## src/logic/swe_pkg.sv

```systemverilog
// swe_pkg: constants, register map and wake mapping for the suspend/wake
// logic; assumes 32-bit classic wishbone with word-aligned byte addresses.
package swe_pkg;
  localparam int unsigned AW = 8;
  localparam int unsigned NSRC = 12;
  // register byte offsets
  localparam logic [7:0] OFF_PMC = 8'h00;
  localparam logic [7:0] OFF_WCS1 = 8'h04;
  localparam logic [7:0] OFF_PIN = 8'h08;
  localparam logic [7:0] OFF_ISR = 8'h0c;
  localparam logic [7:0] OFF_SRC = 8'h10;
  localparam logic [7:0] OFF_STAT = 8'h14;
  // power_mgmt_ctrl fields
  localparam int unsigned PMC_WAKE_PENDING_STATUS_LSB = 0;
  localparam int unsigned PMC_LAN_EN = 4;
  localparam int unsigned PMC_PHY_EN = 5;
  localparam int unsigned PMC_SUSPN_REL = 6;
  localparam int unsigned PMC_MODE_LSB = 8;
  localparam logic [1:0] MODE_S01 = 2'h0;
  localparam logic [1:0] MODE_S2 = 2'h2;
  localparam logic [1:0] MODE_S3 = 2'h3;
  localparam logic [1:0] MODE_RESET = MODE_S2;
  // wake_ctrl_status_one fields; status bits sit at STAT_LSB upward
  localparam int unsigned W1_DA_EN = 0;
  localparam int unsigned W1_BROADCAST_WAKE_ENABLE = 1;
  localparam int unsigned W1_FILT_EN = 2;
  localparam int unsigned W1_KEEP = 3;
  localparam int unsigned W1_EERX_EN = 4;
  localparam int unsigned W1_EETX_EN = 5;
  localparam int unsigned W1_STAT_LSB = 16;
  // pin register fields
  localparam int unsigned PIN_POL_LSB = 8;
  localparam int unsigned PIN_FUNC_LSB = 16;
  // wake source indices
  localparam int unsigned S_RES = 0;
  localparam int unsigned S_VBUS = 1;
  localparam int unsigned S_MAC_LSB = 2;
  localparam int unsigned S_GOOD = 6;
  localparam int unsigned S_LINK = 10;
  localparam int unsigned S_GPIO = 11;
  localparam int unsigned SRC_GPIO_LSB = 8;
  localparam logic [11:0] LAN_MASK = 12'h3fc;

  typedef enum logic [6:0] {
    SWE_CTX_NONE = 7'h01,
    SWE_CTX_S01 = 7'h02,
    SWE_CTX_S2 = 7'h04,
    SWE_CTX_S3 = 7'h08,
    SWE_CTX_UNPOW = 7'h10,
    SWE_CTX_PME = 7'h20,
    SWE_CTX_DETACH = 7'h40
  } swe_ctx_e;

  // RQ1 RQ2 RQ3 RQ4 sources allowed per context
  function automatic logic [11:0] allowed_mask(input swe_ctx_e ctx);
    case (ctx)
      SWE_CTX_S01: allowed_mask = 12'hfbd;
      SWE_CTX_S2: allowed_mask = 12'h801;
      SWE_CTX_S3: allowed_mask = 12'hffd;
      SWE_CTX_UNPOW: allowed_mask = 12'h002;
      SWE_CTX_PME: allowed_mask = 12'hc3c;
      SWE_CTX_DETACH: allowed_mask = 12'hc00;
      default: allowed_mask = 12'h000;
    endcase
  endfunction
endpackage

```

## src/logic/swe_wake_if.sv

```systemverilog
// swe_wake_if: carries pin wake and source mapping signals inside the block;
// assumes both ends run on the same clock.
`timescale 1ns/1ps
interface swe_wake_if;
  logic [7:0] pin_level;
  logic [7:0] pin_en;
  logic [7:0] pin_pol;
  logic [7:0] pin_func;
  logic [7:0] pin_event;
  swe_pkg::swe_ctx_e ctx;
  logic [11:0] src_status;
  logic [11:0] src_enable;
  logic [11:0] allowed;
  logic [11:0] src_hit;
  modport pin_end (input pin_level, pin_en, pin_pol, pin_func,
    output pin_event);
  modport map_end (input ctx, src_status, src_enable,
    output allowed, src_hit);
  modport core (output pin_level, pin_en, pin_pol, pin_func, ctx,
    src_status, src_enable, input pin_event, allowed, src_hit);
endinterface

```

## src/logic/swe_pin_wake.sv

```systemverilog
// swe_pin_wake: turns armed, enabled pins into one-cycle wake events;
// assumes pin levels are synchronous to clk.
`timescale 1ns/1ps
module swe_pin_wake
(
  // clock and reset
  input wire logic clk,
  input wire logic rst,
  // pin side
  swe_wake_if.pin_end wif
);
  logic [7:0] active;
  logic [7:0] active_q;

  // polarity bit high means the pin wakes when high
  assign active = ~(wif.pin_level ^ wif.pin_pol) & wif.pin_en
    & wif.pin_func;

  always_ff @(posedge clk)
  begin
    if (rst)
      active_q <= 8'h00;
    else
      active_q <= active;
  end

  assign wif.pin_event = active & ~active_q;
endmodule

```

## src/logic/swe_wake_map.sv

```systemverilog
// swe_wake_map: gates each wake source by status, enable and power context;
// assumes inputs are stable registered levels.
`timescale 1ns/1ps
module swe_wake_map
(
  // mapping side
  swe_wake_if.map_end wif
);
  // RQ24 per-state permitted sources
  assign wif.allowed = swe_pkg::allowed_mask(wif.ctx);
  assign wif.src_hit = wif.src_status & wif.src_enable & wif.allowed;
endmodule

```

## src/logic/swe_wake_ctrl.sv

```systemverilog
// swe_wake_ctrl: suspend/wake control with wishbone registers;
// assumes one clock, usb link and mac events synchronous to clk.
//
// Our own choices: the Wishbone slave port and the register addresses.
`timescale 1ns/1ps
// Behaviour
// RQ1: suspend 0/1 take all but good-frame wakes; the code also leaves out the vbus source
// RQ2: suspend 2 takes only resume and pins
// RQ3: good-frame wake only in suspend 3
// RQ4: unpowered, pme and detach have fixed sources
// RQ5: pin wake sets its interrupt status flag
// RQ6: host clears pending status before suspending
// RQ7: wake sends resume or u0 plus notification
// RQ8: wake may release suspend indicator early
// RQ9: host enables remote wake features first
// RQ10: leave u1/u2/l1 without host help
// RQ11: software arms pin enable and polarity
// RQ12: pin wake returns normal, flags per pin
// RQ13: software follows lan wake arming order
// RQ14: address and broadcast wakes own enables
// RQ15: mac status wakes at once, holds
// RQ16: phy status wakes at once, holds
// RQ17: software follows link change arming order
// RQ18: good frame needs filter enable, lan off
// RQ19: store frames after good wake, keep bit
// RQ20: wake source register records the cause
// RQ21: mode 00 s0/1, 10 s2, 11 s3
// RQ22: bus reset or pin reset gives unconfigured
// RQ23: suspend only from normal, back on wake
// RQ24: wake is or of permitted enabled sources
// RQ25: status flags sticky until cleared and ended
module swe_wake_ctrl #(
  parameter int unsigned NUM_PINS = 8
)
(
  // clock and reset
  input wire logic clk,
  input wire logic rst,
  // wishbone slave
  input wire logic wb_cyc_i,
  input wire logic wb_stb_i,
  input wire logic wb_we_i,
  input wire logic [7:0] wb_adr_i,
  input wire logic [3:0] wb_sel_i,
  input wire logic [31:0] wb_dat_i,
  output logic [31:0] wb_dat_o,
  output logic wb_ack_o,
  // usb link
  input wire logic usb_bus_reset,
  input wire logic usb_configured,
  input wire logic usb_suspend,
  input wire logic usb_resume,
  input wire logic usb_superspeed,
  input wire logic dev_remote_wake_en,
  input wire logic func_remote_wake_en,
  input wire logic link_low_power,
  input wire logic link_tx_pending,
  output logic resume_signal,
  output logic u0_request,
  output logic func_wake_notify,
  output logic link_exit_req,
  output logic suspend_n,
  // power context
  input wire logic vbus_det,
  input wire logic unpowered,
  input wire logic pme_mode,
  input wire logic detach_mode,
  // mac and phy events
  input wire logic [7:0] mac_event,
  input wire logic mac_wake_active,
  input wire logic phy_irq,
  input wire logic rx_frame_done,
  input wire logic rx_frame_is_wake,
  output logic rx_store,
  // pins
  input wire logic [7:0] pin_level
);
  if (NUM_PINS != 8)
  begin : g_bad
    $error("swe_wake_ctrl serves exactly eight wake pins");
  end

  typedef enum logic [3:0] {
    SWE_UNCFG = 4'h1,
    SWE_NORMAL = 4'h2,
    SWE_SUSP = 4'h4,
    SWE_WAKE = 4'h8
  } swe_state_e;

  swe_state_e state;
  swe_state_e next_state;
  swe_wake_if wif ();

  logic [1:0] wake_pending_status;
  logic lan_en;
  logic phy_en;
  logic suspn_rel;
  logic [1:0] mode;
  logic [1:0] susp_mode;
  logic [8:0] w1_ctl;
  logic [7:0] mac_flag;
  logic [7:0] pin_en;
  logic [7:0] pin_pol;
  logic [7:0] pin_func;
  logic [7:0] pin_flag;
  logic [19:0] wake_src;
  logic susp_q;
  logic wake_req;
  logic wr;
  logic [31:0] wmask;
  logic [31:0] w1c;
  logic [31:0] rdata;

  // byte enables expand to a bit mask for every write
  function automatic logic [31:0] lane_mask(input logic [3:0] sel);
    lane_mask = {{8{sel[3]}}, {8{sel[2]}}, {8{sel[1]}}, {8{sel[0]}}};
  endfunction

  swe_pin_wake u_pin (
    .clk(clk),
    .rst(rst),
    .wif(wif.pin_end)
  );

  swe_wake_map u_map (
    .wif(wif.map_end)
  );

  // write takes effect at the edge where ack is seen high
  assign wr = wb_cyc_i & wb_stb_i & wb_we_i & wb_ack_o;
  assign wmask = lane_mask(wb_sel_i);
  assign w1c = wb_dat_i & wmask;

  always_ff @(posedge clk)
  begin
    if (rst)
      wb_ack_o <= 1'b0;
    else
      wb_ack_o <= wb_cyc_i & wb_stb_i & ~wb_ack_o;
  end

  always_comb
  begin
    rdata = 32'h0000_0000;
    case (wb_adr_i)
      swe_pkg::OFF_PMC:
        rdata = {22'h0, mode, 1'b0, suspn_rel, phy_en, lan_en, 2'h0, wake_pending_status};
      swe_pkg::OFF_WCS1: rdata = {8'h0, mac_flag, 7'h0, w1_ctl};
      swe_pkg::OFF_PIN: rdata = {8'h0, pin_func, pin_pol, pin_en};
      swe_pkg::OFF_ISR: rdata = {24'h0, pin_flag};
      swe_pkg::OFF_SRC: rdata = {12'h0, wake_src};
      swe_pkg::OFF_STAT: rdata = {21'h0, state, wif.ctx};
      default: rdata = 32'h0000_0000;
    endcase
  end

  always_ff @(posedge clk)
  begin
    if (rst)
      wb_dat_o <= 32'h0000_0000;
    else if (wb_cyc_i & wb_stb_i & ~wb_ack_o)
      wb_dat_o <= rdata;
  end

  // control fields; deconfiguring or bus reset returns mode to default
  always_ff @(posedge clk)
  begin
    if (rst | usb_bus_reset)
    begin
      lan_en <= 1'b0;
      phy_en <= 1'b0;
      suspn_rel <= 1'b0;
      mode <= swe_pkg::MODE_RESET;
      w1_ctl <= 9'h000;
      pin_en <= 8'h00;
      pin_pol <= 8'h00;
      pin_func <= 8'h00;
    end
    else if (!usb_configured)
      mode <= swe_pkg::MODE_RESET;
    else if (wr && wb_adr_i == swe_pkg::OFF_PMC)
    begin
      if (wb_sel_i[0])
      begin
        lan_en <= wb_dat_i[swe_pkg::PMC_LAN_EN];
        phy_en <= wb_dat_i[swe_pkg::PMC_PHY_EN];
        suspn_rel <= wb_dat_i[swe_pkg::PMC_SUSPN_REL];
      end
      if (wb_sel_i[1])
        mode <= wb_dat_i[swe_pkg::PMC_MODE_LSB +: 2];
    end
    else if (wr && wb_adr_i == swe_pkg::OFF_WCS1)
      w1_ctl <= (w1_ctl & ~wmask[8:0]) | (wb_dat_i[8:0] & wmask[8:0]);
    else if (wr && wb_adr_i == swe_pkg::OFF_PIN)
    begin
      pin_en <= wb_sel_i[0] ? wb_dat_i[7:0] : pin_en;
      pin_pol <= wb_sel_i[1] ? wb_dat_i[swe_pkg::PIN_POL_LSB +: 8] : pin_pol;
      pin_func <= wb_sel_i[2] ? wb_dat_i[swe_pkg::PIN_FUNC_LSB +: 8]
        : pin_func;
    end
  end

  // RQ16 phy status sticky while the phy interrupt stands
  always_ff @(posedge clk)
  begin
    if (rst | usb_bus_reset)
      wake_pending_status[0] <= 1'b0;
    else if (phy_irq)
      wake_pending_status[0] <= 1'b1;
    else if (wr && wb_adr_i == swe_pkg::OFF_PMC && w1c[0])
      wake_pending_status[0] <= 1'b0;
  end

  // RQ15 enabled mac events set it; no clear while active
  always_ff @(posedge clk)
  begin
    if (rst | usb_bus_reset)
      wake_pending_status[1] <= 1'b0;
    else if (|(mac_event & wif.src_enable[swe_pkg::S_MAC_LSB +: 8])
      || mac_wake_active)
      wake_pending_status[1] <= 1'b1;
    else if (wr && wb_adr_i == swe_pkg::OFF_PMC && w1c[1])
      wake_pending_status[1] <= 1'b0;
  end

  // RQ25 per-source mac flags, set wins over clear
  always_ff @(posedge clk)
  begin
    if (rst | usb_bus_reset)
      mac_flag <= 8'h00;
    else if (wr && wb_adr_i == swe_pkg::OFF_WCS1)
      mac_flag <= (mac_flag & ~w1c[swe_pkg::W1_STAT_LSB +: 8]) | mac_event;
    else
      mac_flag <= mac_flag | mac_event;
  end

  // RQ5 pin event sets its interrupt status flag
  always_ff @(posedge clk)
  begin
    if (rst | usb_bus_reset)
      pin_flag <= 8'h00;
    else if (wr && wb_adr_i == swe_pkg::OFF_ISR)
      pin_flag <= (pin_flag & ~w1c[7:0]) | wif.pin_event;
    else
      pin_flag <= pin_flag | wif.pin_event;
  end

  assign wif.pin_level = pin_level;
  assign wif.pin_en = pin_en;
  assign wif.pin_pol = pin_pol;
  assign wif.pin_func = pin_func;

  // RQ21 mode decode; unconfigured suspends only to state 2
  always_comb
  begin
    if (unpowered)
      wif.ctx = swe_pkg::SWE_CTX_UNPOW;
    else if (pme_mode)
      wif.ctx = swe_pkg::SWE_CTX_PME;
    else if (detach_mode)
      wif.ctx = swe_pkg::SWE_CTX_DETACH;
    else if (state != SWE_SUSP)
      wif.ctx = swe_pkg::SWE_CTX_NONE;
    else if (susp_mode == swe_pkg::MODE_S01)
      wif.ctx = swe_pkg::SWE_CTX_S01;
    else if (susp_mode == swe_pkg::MODE_S3)
      wif.ctx = swe_pkg::SWE_CTX_S3;
    else
      wif.ctx = swe_pkg::SWE_CTX_S2;
  end

  assign wif.src_status = {|pin_flag, wake_pending_status[0], mac_flag[7:1],
    mac_flag[0] | wake_pending_status[1], vbus_det, usb_resume};
  // RQ14 address and broadcast wakes gated by own enables
  // RQ18 good frame needs filter enable with lan enable low
  assign wif.src_enable = {1'b1, phy_en, w1_ctl[swe_pkg::W1_EETX_EN],
    w1_ctl[swe_pkg::W1_EERX_EN], lan_en,
    w1_ctl[swe_pkg::W1_FILT_EN] & ~lan_en,
    lan_en & w1_ctl[swe_pkg::W1_DA_EN],
    lan_en & w1_ctl[swe_pkg::W1_BROADCAST_WAKE_ENABLE], lan_en, lan_en, 1'b1, 1'b1};
  // RQ24 combined wake request
  assign wake_req = |wif.src_hit;

  // RQ23 suspend entry only from normal states
  always_comb
  begin
    next_state = state;
    case (state)
      SWE_UNCFG: next_state = usb_suspend ? SWE_SUSP
        : (usb_configured ? SWE_NORMAL : SWE_UNCFG);
      SWE_NORMAL: next_state = usb_suspend ? SWE_SUSP
        : (usb_configured ? SWE_NORMAL : SWE_UNCFG);
      SWE_SUSP: next_state = wake_req ? SWE_WAKE : SWE_SUSP;
      SWE_WAKE: next_state = usb_configured ? SWE_NORMAL : SWE_UNCFG;
      default: next_state = SWE_UNCFG;
    endcase
  end

  // RQ22 bus reset or reset pin gives unconfigured normal
  always_ff @(posedge clk)
  begin
    if (rst | usb_bus_reset)
      state <= SWE_UNCFG;
    else
      state <= next_state;
  end

  always_ff @(posedge clk)
  begin
    if (rst | usb_bus_reset)
      susp_mode <= swe_pkg::MODE_RESET;
    else if (state != SWE_SUSP && next_state == SWE_SUSP)
      susp_mode <= (state == SWE_UNCFG) ? swe_pkg::MODE_RESET : mode;
  end

  // RQ20 RQ12 record which sources ended the suspend
  always_ff @(posedge clk)
  begin
    if (rst | usb_bus_reset)
      wake_src <= 20'h00000;
    else if (state == SWE_SUSP && wake_req)
      wake_src <= {1'b0, wif.src_hit[swe_pkg::S_LINK:swe_pkg::S_RES],
        pin_flag & {8{wif.src_hit[swe_pkg::S_GPIO]}}};
    else if (wr && wb_adr_i == swe_pkg::OFF_SRC)
      wake_src <= wake_src & ~w1c[19:0];
  end

  // RQ7 RQ9 remote wake per speed, only when host allowed it
  always_ff @(posedge clk)
  begin
    if (rst | usb_bus_reset)
    begin
      resume_signal <= 1'b0;
      u0_request <= 1'b0;
      func_wake_notify <= 1'b0;
    end
    else
    begin
      resume_signal <= state == SWE_SUSP && next_state == SWE_WAKE
        && !usb_resume && !usb_superspeed && dev_remote_wake_en;
      u0_request <= state == SWE_SUSP && next_state == SWE_WAKE
        && !usb_resume && usb_superspeed && func_remote_wake_en;
      func_wake_notify <= u0_request;
    end
  end

  // RQ8 suspend indicator, optionally released on wake detect
  always_ff @(posedge clk)
  begin
    if (rst | usb_bus_reset)
      suspend_n <= 1'b1;
    else if (next_state == SWE_SUSP)
      suspend_n <= 1'b0;
    else
      suspend_n <= next_state != SWE_WAKE || suspn_rel;
  end

  // RQ10 leave u1/u2/l1 on own traffic
  always_ff @(posedge clk)
  begin
    if (rst)
      link_exit_req <= 1'b0;
    else
      link_exit_req <= link_low_power & link_tx_pending;
  end

  // RQ19 keep trigger frame only if asked; later frames stored
  always_ff @(posedge clk)
  begin
    if (rst)
      rx_store <= 1'b0;
    else
      rx_store <= rx_frame_done
        & (~rx_frame_is_wake | w1_ctl[swe_pkg::W1_KEEP]);
  end

  always_ff @(posedge clk)
  begin
    if (rst)
      susp_q <= 1'b0;
    else
      susp_q <= state == SWE_SUSP;
  end

  a_ack_single: assert property (@(posedge clk) disable iff (rst)
    wb_ack_o |=> !wb_ack_o) else $error("ack held two cycles");
  a_ack_timely: assert property (@(posedge clk) disable iff (rst)
    wb_cyc_i && wb_stb_i && !wb_ack_o |=> wb_ack_o)
    else $error("ack missing");
  a_s2_lan_off: assert property (@(posedge clk) disable iff (rst) // RQ2
    wif.ctx == swe_pkg::SWE_CTX_S2 |-> (wif.src_hit & 12'h7fe) == 12'h0)
    else $error("lan source woke suspend 2");
  a_good_s3_only: assert property (@(posedge clk) disable iff (rst) // RQ3
    wif.src_hit[swe_pkg::S_GOOD] |-> wif.ctx == swe_pkg::SWE_CTX_S3)
    else $error("good frame outside suspend 3");
  a_pin_flag_set: assert property (@(posedge clk) disable iff (rst) // RQ5
    wif.pin_event != 8'h00 && !usb_bus_reset
    |=> (pin_flag & $past(wif.pin_event)) == $past(wif.pin_event))
    else $error("pin flag not set");
  a_mac_hold: assert property (@(posedge clk) // RQ15
    disable iff (rst || usb_bus_reset)
    mac_wake_active |=> wake_pending_status[1]) else $error("mac status cleared");
  a_phy_hold: assert property (@(posedge clk) // RQ16
    disable iff (rst || usb_bus_reset)
    phy_irq |=> wake_pending_status[0]) else $error("phy status cleared");
  a_wake_seq: assert property (@(posedge clk) disable iff (rst) // RQ23
    state == SWE_SUSP && wake_req && !usb_bus_reset
    |=> state == SWE_WAKE ##1 (state == SWE_NORMAL || state == SWE_UNCFG))
    else $error("wake did not return to normal");
  a_reset_uncfg: assert property (@(posedge clk) // RQ22
    usb_bus_reset |=> state == SWE_UNCFG) else $error("bus reset missed");
  a_susp_entry: assert property (@(posedge clk) disable iff (rst) // RQ23
    state == SWE_SUSP && !susp_q
    |-> $past(state) == SWE_NORMAL || $past(state) == SWE_UNCFG)
    else $error("suspend from wrong state");
  a_ss_notify: assert property (@(posedge clk) // RQ7
    disable iff (rst || usb_bus_reset)
    u0_request |=> func_wake_notify) else $error("no function wake");
  a_wake_release: assert property (@(posedge clk) // RQ8
    disable iff (rst || usb_bus_reset)
    state == SWE_SUSP && wake_req |=> suspend_n == $past(suspn_rel))
    else $error("suspend indicator release wrong");
endmodule

```

## config.mk

```make
export PLATFORM = sky130hd
export DESIGN_NAME = swe_wake_ctrl
export DESIGN_NICKNAME = d
export VERILOG_FILES = /design/src/logic/swe_pkg.sv /design/src/logic/swe_wake_if.sv /design/src/logic/swe_pin_wake.sv /design/src/logic/swe_wake_map.sv /design/src/logic/swe_wake_ctrl.sv
export SDC_FILE = /design/constraint.sdc
export NUM_CORES = 1
export LEC_CHECK = 0
export ABC_AREA = 1
export BUFFER_PORTS_ARGS = -buffer_cell sky130_fd_sc_hd__buf_2
export CORE_MARGIN = 3
export CORE_UTILIZATION = 45
export DETAILED_ROUTE_END_ITERATION = 16
export MAX_ROUTING_LAYER = met4
export PLACE_DENSITY = 0.67
export REMOVE_ABC_BUFFERS = 1
export SETUP_SLACK_MARGIN = 0.05
export SYNTH_ARGS = -nofsm -noshare
export SYNTH_HDL_FRONTEND = slang
export SYNTH_HIERARCHICAL = 1
export SYNTH_SLANG_ARGS = --single-unit
```

## constraint.sdc

```tcl
create_clock -name clk -period 3.5 [get_ports clk]
set_input_delay 0.35 -clock clk [delete_from_list [all_inputs] [get_ports clk]]
set_output_delay 0.35 -clock clk [all_outputs]
set_load 0.01 [all_outputs]
```

; Word-level counts from Yosys, hierarchy flattened
; Cells that the tools add are included.
[totals]
reg_bits = 129
output_inout_bits = 39
[classes]
eq_ne = 20
mux = 22
bitwise = 43
n_reduce_logical = 36
[op_table]
columns = operator, n
row1 = one-hot mux 24 bit (6 select lines), 1
row2 = one-hot mux 12 bit (6 select lines), 1
row3 = AND 8 bit, 7
row4 = 2-to-1 mux 19 bit, 2
row5 = NOT 8 bit, 4
row6 = OR 8 bit, 4
row7 = AND 12 bit, 2
row8 = AND 24 bit, 1
row9 = 2-to-1 mux 7 bit, 3
row10 = AND 20 bit, 1
row11 = 2-to-1 mux 4 bit, 5
row12 = NOT 20 bit, 1
row13 = AND 9 bit, 2
row14 = "equality test 8 x 4 -> 1 bit, second input constant", 2
row15 = "equality test 8 x 5 -> 1 bit, second input constant", 2
row16 = 2-to-1 mux 8 bit, 2
row17 = OR reduction 8 bit, 2
row18 = logical AND 1 bit, 15
row19 = AND reduction 5 bit, 3
row20 = one-hot mux 4 bit (3 select lines), 1
row21 = OR reduction 12 bit, 1
row22 = AND 1 bit, 9
row23 = NOT 9 bit, 1
row24 = OR 9 bit, 1
row25 = other kinds (27), 48

; Logic depth before layout (Yosys ltp)
[depth]
depth_word = 18
ltp_mapped = 22
depth_no_buf = 22

; By module
; The synthesis kept the hierarchy.
[by_module_without_submodules]
columns = module, n_inst, cells_per_inst, area_per_inst_um2
row1 = swe_wake_ctrl, 1, 762, 5252.5
row2 = swe_pin_wake, 1, 81, 485.5
row3 = swe_wake_map, 1, 72, 329.1

; Worst setup path after synthesis
; OpenSTA, ideal clock, no wires.
[synth_timing]
kind = register to register
startpoint = register state[1]
endpoint = register wake_src[2]
t_arrival_ns = 2.239
required_time_ns = 3.430
setup_slack_ns = 1.191
stages_incl_launch_ff = 19
synth_period_minus_slack_ns = 2.309
cell_sequence = dfxtp_1 nor2_1 nand2_1 inv_2 nand2_1 nor2_1 inv_1 nand2_1 nor2_1 nand2_1 nand2_1 nor2_1 nor2_1 nor4_1 nand2_1 nand2_1 buf_2 nand3_1 a21oi_1
[synth_between]
elab_chain_len = 11
elab_cells_between_ends = 19
cone_classes = eq/ne: 8 / mux: 6 / bitwise: 2 / reduce/logical: 3
[synth_lines]
columns = element, line_no
row1 = start: declaration, swe_wake_ctrl.sv:90  ; swe_state_e state;
row2 = start signal: assignment, swe_wake_ctrl.sv:305  ; state <= next_state;
row3 = inequality test 4 x 3 -> 1 bit (*), swe_wake_ctrl.sv:262  ; else if (state != SWE_SUSP)
row4 = 2-to-1 mux 4 bit (*), swe_wake_ctrl.sv:262
row5 = 2-to-1 mux 7 bit (*), swe_wake_ctrl.sv:260  ; else if (detach_mode)
row6 = 2-to-1 mux 7 bit (*), swe_wake_ctrl.sv:258  ; else if (pme_mode)
row7 = 2-to-1 mux 7 bit (*), swe_wake_ctrl.sv:256  ; if (unpowered)
row8 = named net wif.ctx[1], swe_wake_if.sv:10  ; swe_pkg::swe_ctx_e ctx;
row9 = equality test 7 bit (tied with other cells), swe_pkg.sv:56  ; case (ctx)
row10 = one-hot mux 12 bit (6 select lines) (*), swe_pkg.sv:56
row11 = AND 12 bit (*), swe_wake_map.sv:11  ; assign wif.src_hit = wif.src_status & wif.src_enable & wif.allowed;
row12 = named net wif.src_hit[11], swe_wake_if.sv:14  ; logic [11:0] src_hit;
row13 = OR reduction 12 bit, swe_wake_ctrl.sv:282  ; assign wake_req = |wif.src_hit;
row14 = logical AND 1 bit, swe_wake_ctrl.sv:321  ; else if (state == SWE_SUSP && wake_req)
row15 = 2-to-1 mux 19 bit / nonzero test 2 bit (equally long branches), n/a
row16 = end signal: assignment, swe_wake_ctrl.sv:322  ; wake_src <= {1'b0, wif.src_hit[swe_pkg::S_LINK:swe_pkg::S_RES],
row17 = end signal: assignment, swe_wake_ctrl.sv:325  ; wake_src <= wake_src & ~w1c[19:0];
row18 = end: declaration, swe_wake_ctrl.sv:106  ; logic [19:0] wake_src;
; The timed path passes the listed nets; every way through them passes the cells marked *.
; A chain may end at the register's enable or synchronous reset.

; Worst setup path after layout
[layout_timing]
startpoint = register state[1]
endpoint = register wake_src[18]
[layout_between]
elab_chain_len = 11
elab_cells_between_ends = 18
cone_classes = eq/ne: 8 / mux: 6 / bitwise: 1 / reduce/logical: 3
[layout_lines]
columns = element, line_no
row1 = inequality test 4 x 3 -> 1 bit (*), swe_wake_ctrl.sv:262
row2 = 2-to-1 mux 4 bit (*), swe_wake_ctrl.sv:262
row3 = 2-to-1 mux 7 bit (*), swe_wake_ctrl.sv:260
row4 = 2-to-1 mux 7 bit (*), swe_wake_ctrl.sv:258
row5 = 2-to-1 mux 7 bit (*), swe_wake_ctrl.sv:256
row6 = named net wif.ctx[1], swe_wake_if.sv:10
row7 = equality test 7 bit (tied with other cells), swe_pkg.sv:56
row8 = one-hot mux 12 bit (6 select lines) (*), swe_pkg.sv:56
row9 = named net wif.allowed[6], swe_wake_if.sv:13  ; logic [11:0] allowed;
row10 = AND 12 bit (*), swe_wake_map.sv:11
row11 = OR reduction 12 bit (*), swe_wake_ctrl.sv:282
row12 = logical AND 1 bit (*), swe_wake_ctrl.sv:321
row13 = 2-to-1 mux 19 bit / nonzero test 2 bit (equally long branches), n/a
; Marked as above.

==> out/results.ini <==
[run_status]
status=complete, no violations

[die]
initial_core_util=0.469
die_height_um=122
coreArea_um2=12800
dieArea_um2=14800
fp.dieW_um=122
io_pins=121
rows=41

[hold_path]
hp-class=in2reg
holdPathStages=2

[synthesis]
syn_inst=905
synth.cell_area_um2=6010
syn_area_per_cell_um2=6.64
ys.warnings.count=6

[finish]
drive_gt1_frac=0.184
final_common_cell=nand2_1
finalNetCount=1095
antenna_cells=0
area.growth.synth_to_final_pct=20.9
layout_common_cells=nand2_1 (249), dfxtp_1 (121), inv_1 (116)

[sta]
clock.fmax_ghz=0.321
hold_viol_final=0
finalCritPeriodShare=0.891
worstMarginPinSlew_ps=808
setup_viol=0
rsz0062_at_grt=false
drv_slew=0
slew_headroom=0.461
fin_skew_ps=9.46
tns_ps=0
period_needed_ps=3120

[clock_tree]
numCtsBuffers=17
insertion_delay_ps=430
clock_path_buffers=2
cts_tree=done
htreeDepth=4
clock-sinks=121
cts_hold_buf=0
cts.root.buffer_cell=clkbuf_16
path_clk_slew_ps=60

[worst_setup_path]
cp_data_arrival_time_ps=3420
crit_type=reg2reg
cp.required_ps=3810
cp_max_fo=12
start_kind=flip-flop
ff2ff_path_depth=22
cp-end-kind=flip-flop

[pwr]
p_int_mw=2.63
p_leak_nw=3.22
power.net_switching_uw=770
irDropWorstVdd_mv=0.323
power_frac_comb=0.061
switching_share=0.227
pwr-share-seq=0.412
p_per_area_nw_per_um2=468
clockPowerShare=0.528
power_mw=3.40

[place]
io_buffers=103
hpwlAfterDp_mm=13.4
routabilityCongestion=0.941

[detailed_routing]
drt_iter0_drc=534
route.detailed.drc=0
met3_length_mm=1.45
num_vias=6084
routed_wl_mm=18.5
m1WireLength_mm=8.21
vias_per_cell=5.09
top_layer=met4
ant_nets=0
detail_route.wl_per_cell_um=15.5
dr.pass1.iters=5
wl_met2_mm=8.61

[grt]
grt_pass1_vias=5572
grt_overflow=0
grt_usage=0.260
grt_max_degree=41
grt_pass1_wl_mm=28.6
grt_antenna_before_repair=0

[job]
cap_violations=0

-- layout make-up --
type | instances | area [µm²]
timing repair buffer | 115 | 606
sequential | 121 | 2420
fill | 1306 | 5560
clock buffer | 24 | 482
tap | 172 | 215
clock inverter | 8 | 118
inverter | 125 | 474
multi-input combinational | 631 | 2950
-- worst max-delay path: stages (launching register included) --
cell	delay (ps)
dfxtp_1	330
nor2_1	180
nand2_1	160
inv_2	120
nand2_1	60
nor2_1	260
inv_1	70
nand2_1	140
nor2_1	60
nand2_1	160
inv_2	40
nor2_1	100
nor2_1	60
nor2_1	170
nand2_1	70
nor2_1	90
nand2_1	130
nand2_2	220
buf_4	180
nor2_1	50
buf_4	230
nand2_1	80
nand2_1	60
-- path summary, 6_finish.rpt --
kind	from	endpoint	slack [ps]
max	state[1]$_SDFF_PP0_	wake_src[18]$_SDFFE_PP0P_	380
min	rx_frame_is_wake	rx_store$_SDFF_PP0_	100
max reg2reg	state[1]$_SDFF_PP0_	wake_src[18]$_SDFFE_PP0P_	380
min reg2reg	u0_request$_SDFF_PP0_	func_wake_notify$_SDFF_PP0_	430
-- power groups by stage --
stage	Clock, mW	Sequential, mW	Combinational (mW)
2_1_floorplan	0	1.43	0.0919
3_3_place_gp	0	1.43	0.203
3_5_place_dp	0	1.43	0.204
4_1_cts	1.81	1.40	0.205
5_1_grt	1.86	1.40	0.228
6_report	1.79	1.40	0.206
-- flip-flops by register name, indices dropped and copies added, names as in the netlist, 2 cells and up, named ones only --
| name | count |
|---|---|
| state | 4 |
| mode | 2 |
| pin_en | 8 |
| wake_pending_status | 2 |
| mac_flag | 8 |
| wake_src | 20 |
| pin_flag | 8 |
| susp_mode | 2 |
| pin_func | 8 |
| pin_pol | 8 |
| u_pin/active_q | 8 |
| wb_dat_o | 24 |
-- routing by layer --
layer | track usage | vias to the layer above
li1 | - | 3071
met2 | 0.415 | 223
met4 | 0.0735 | 0
met5 | - | -
met3 | 0.0557 | 23
met1 | 0.335 | 2767
-- stage by stage --
| stage | setup slack [ps] | hold slack [ps] | instance area, µm² | utilization | std cells |
|---|---|---|---|---|---|
| floorplan | 448 | 419 | 5840 | - | 877 |
| global placement | 418 | 418 | 6660 | 0.520 | 1164 |
| detailed placement | 350 | 423 | 6660 | 0.520 | 1164 |
| CTS | 309 | 91.9 | 7260 | 0.566 | 1196 |
| global route | 70.0 | 117 | 7270 | 0.567 | 1196 |
| finish | 382 | 99.0 | 7270 | 0.567 | 1196 |
-- what timing repair did --
action | in CTS | in global routing
gates resized for setup | 0 | 1
setup buffers | 0 | 0
endpoints found under the setup margin | 0 | 11
No activity file was read; power rests on OpenSTA's default activity.
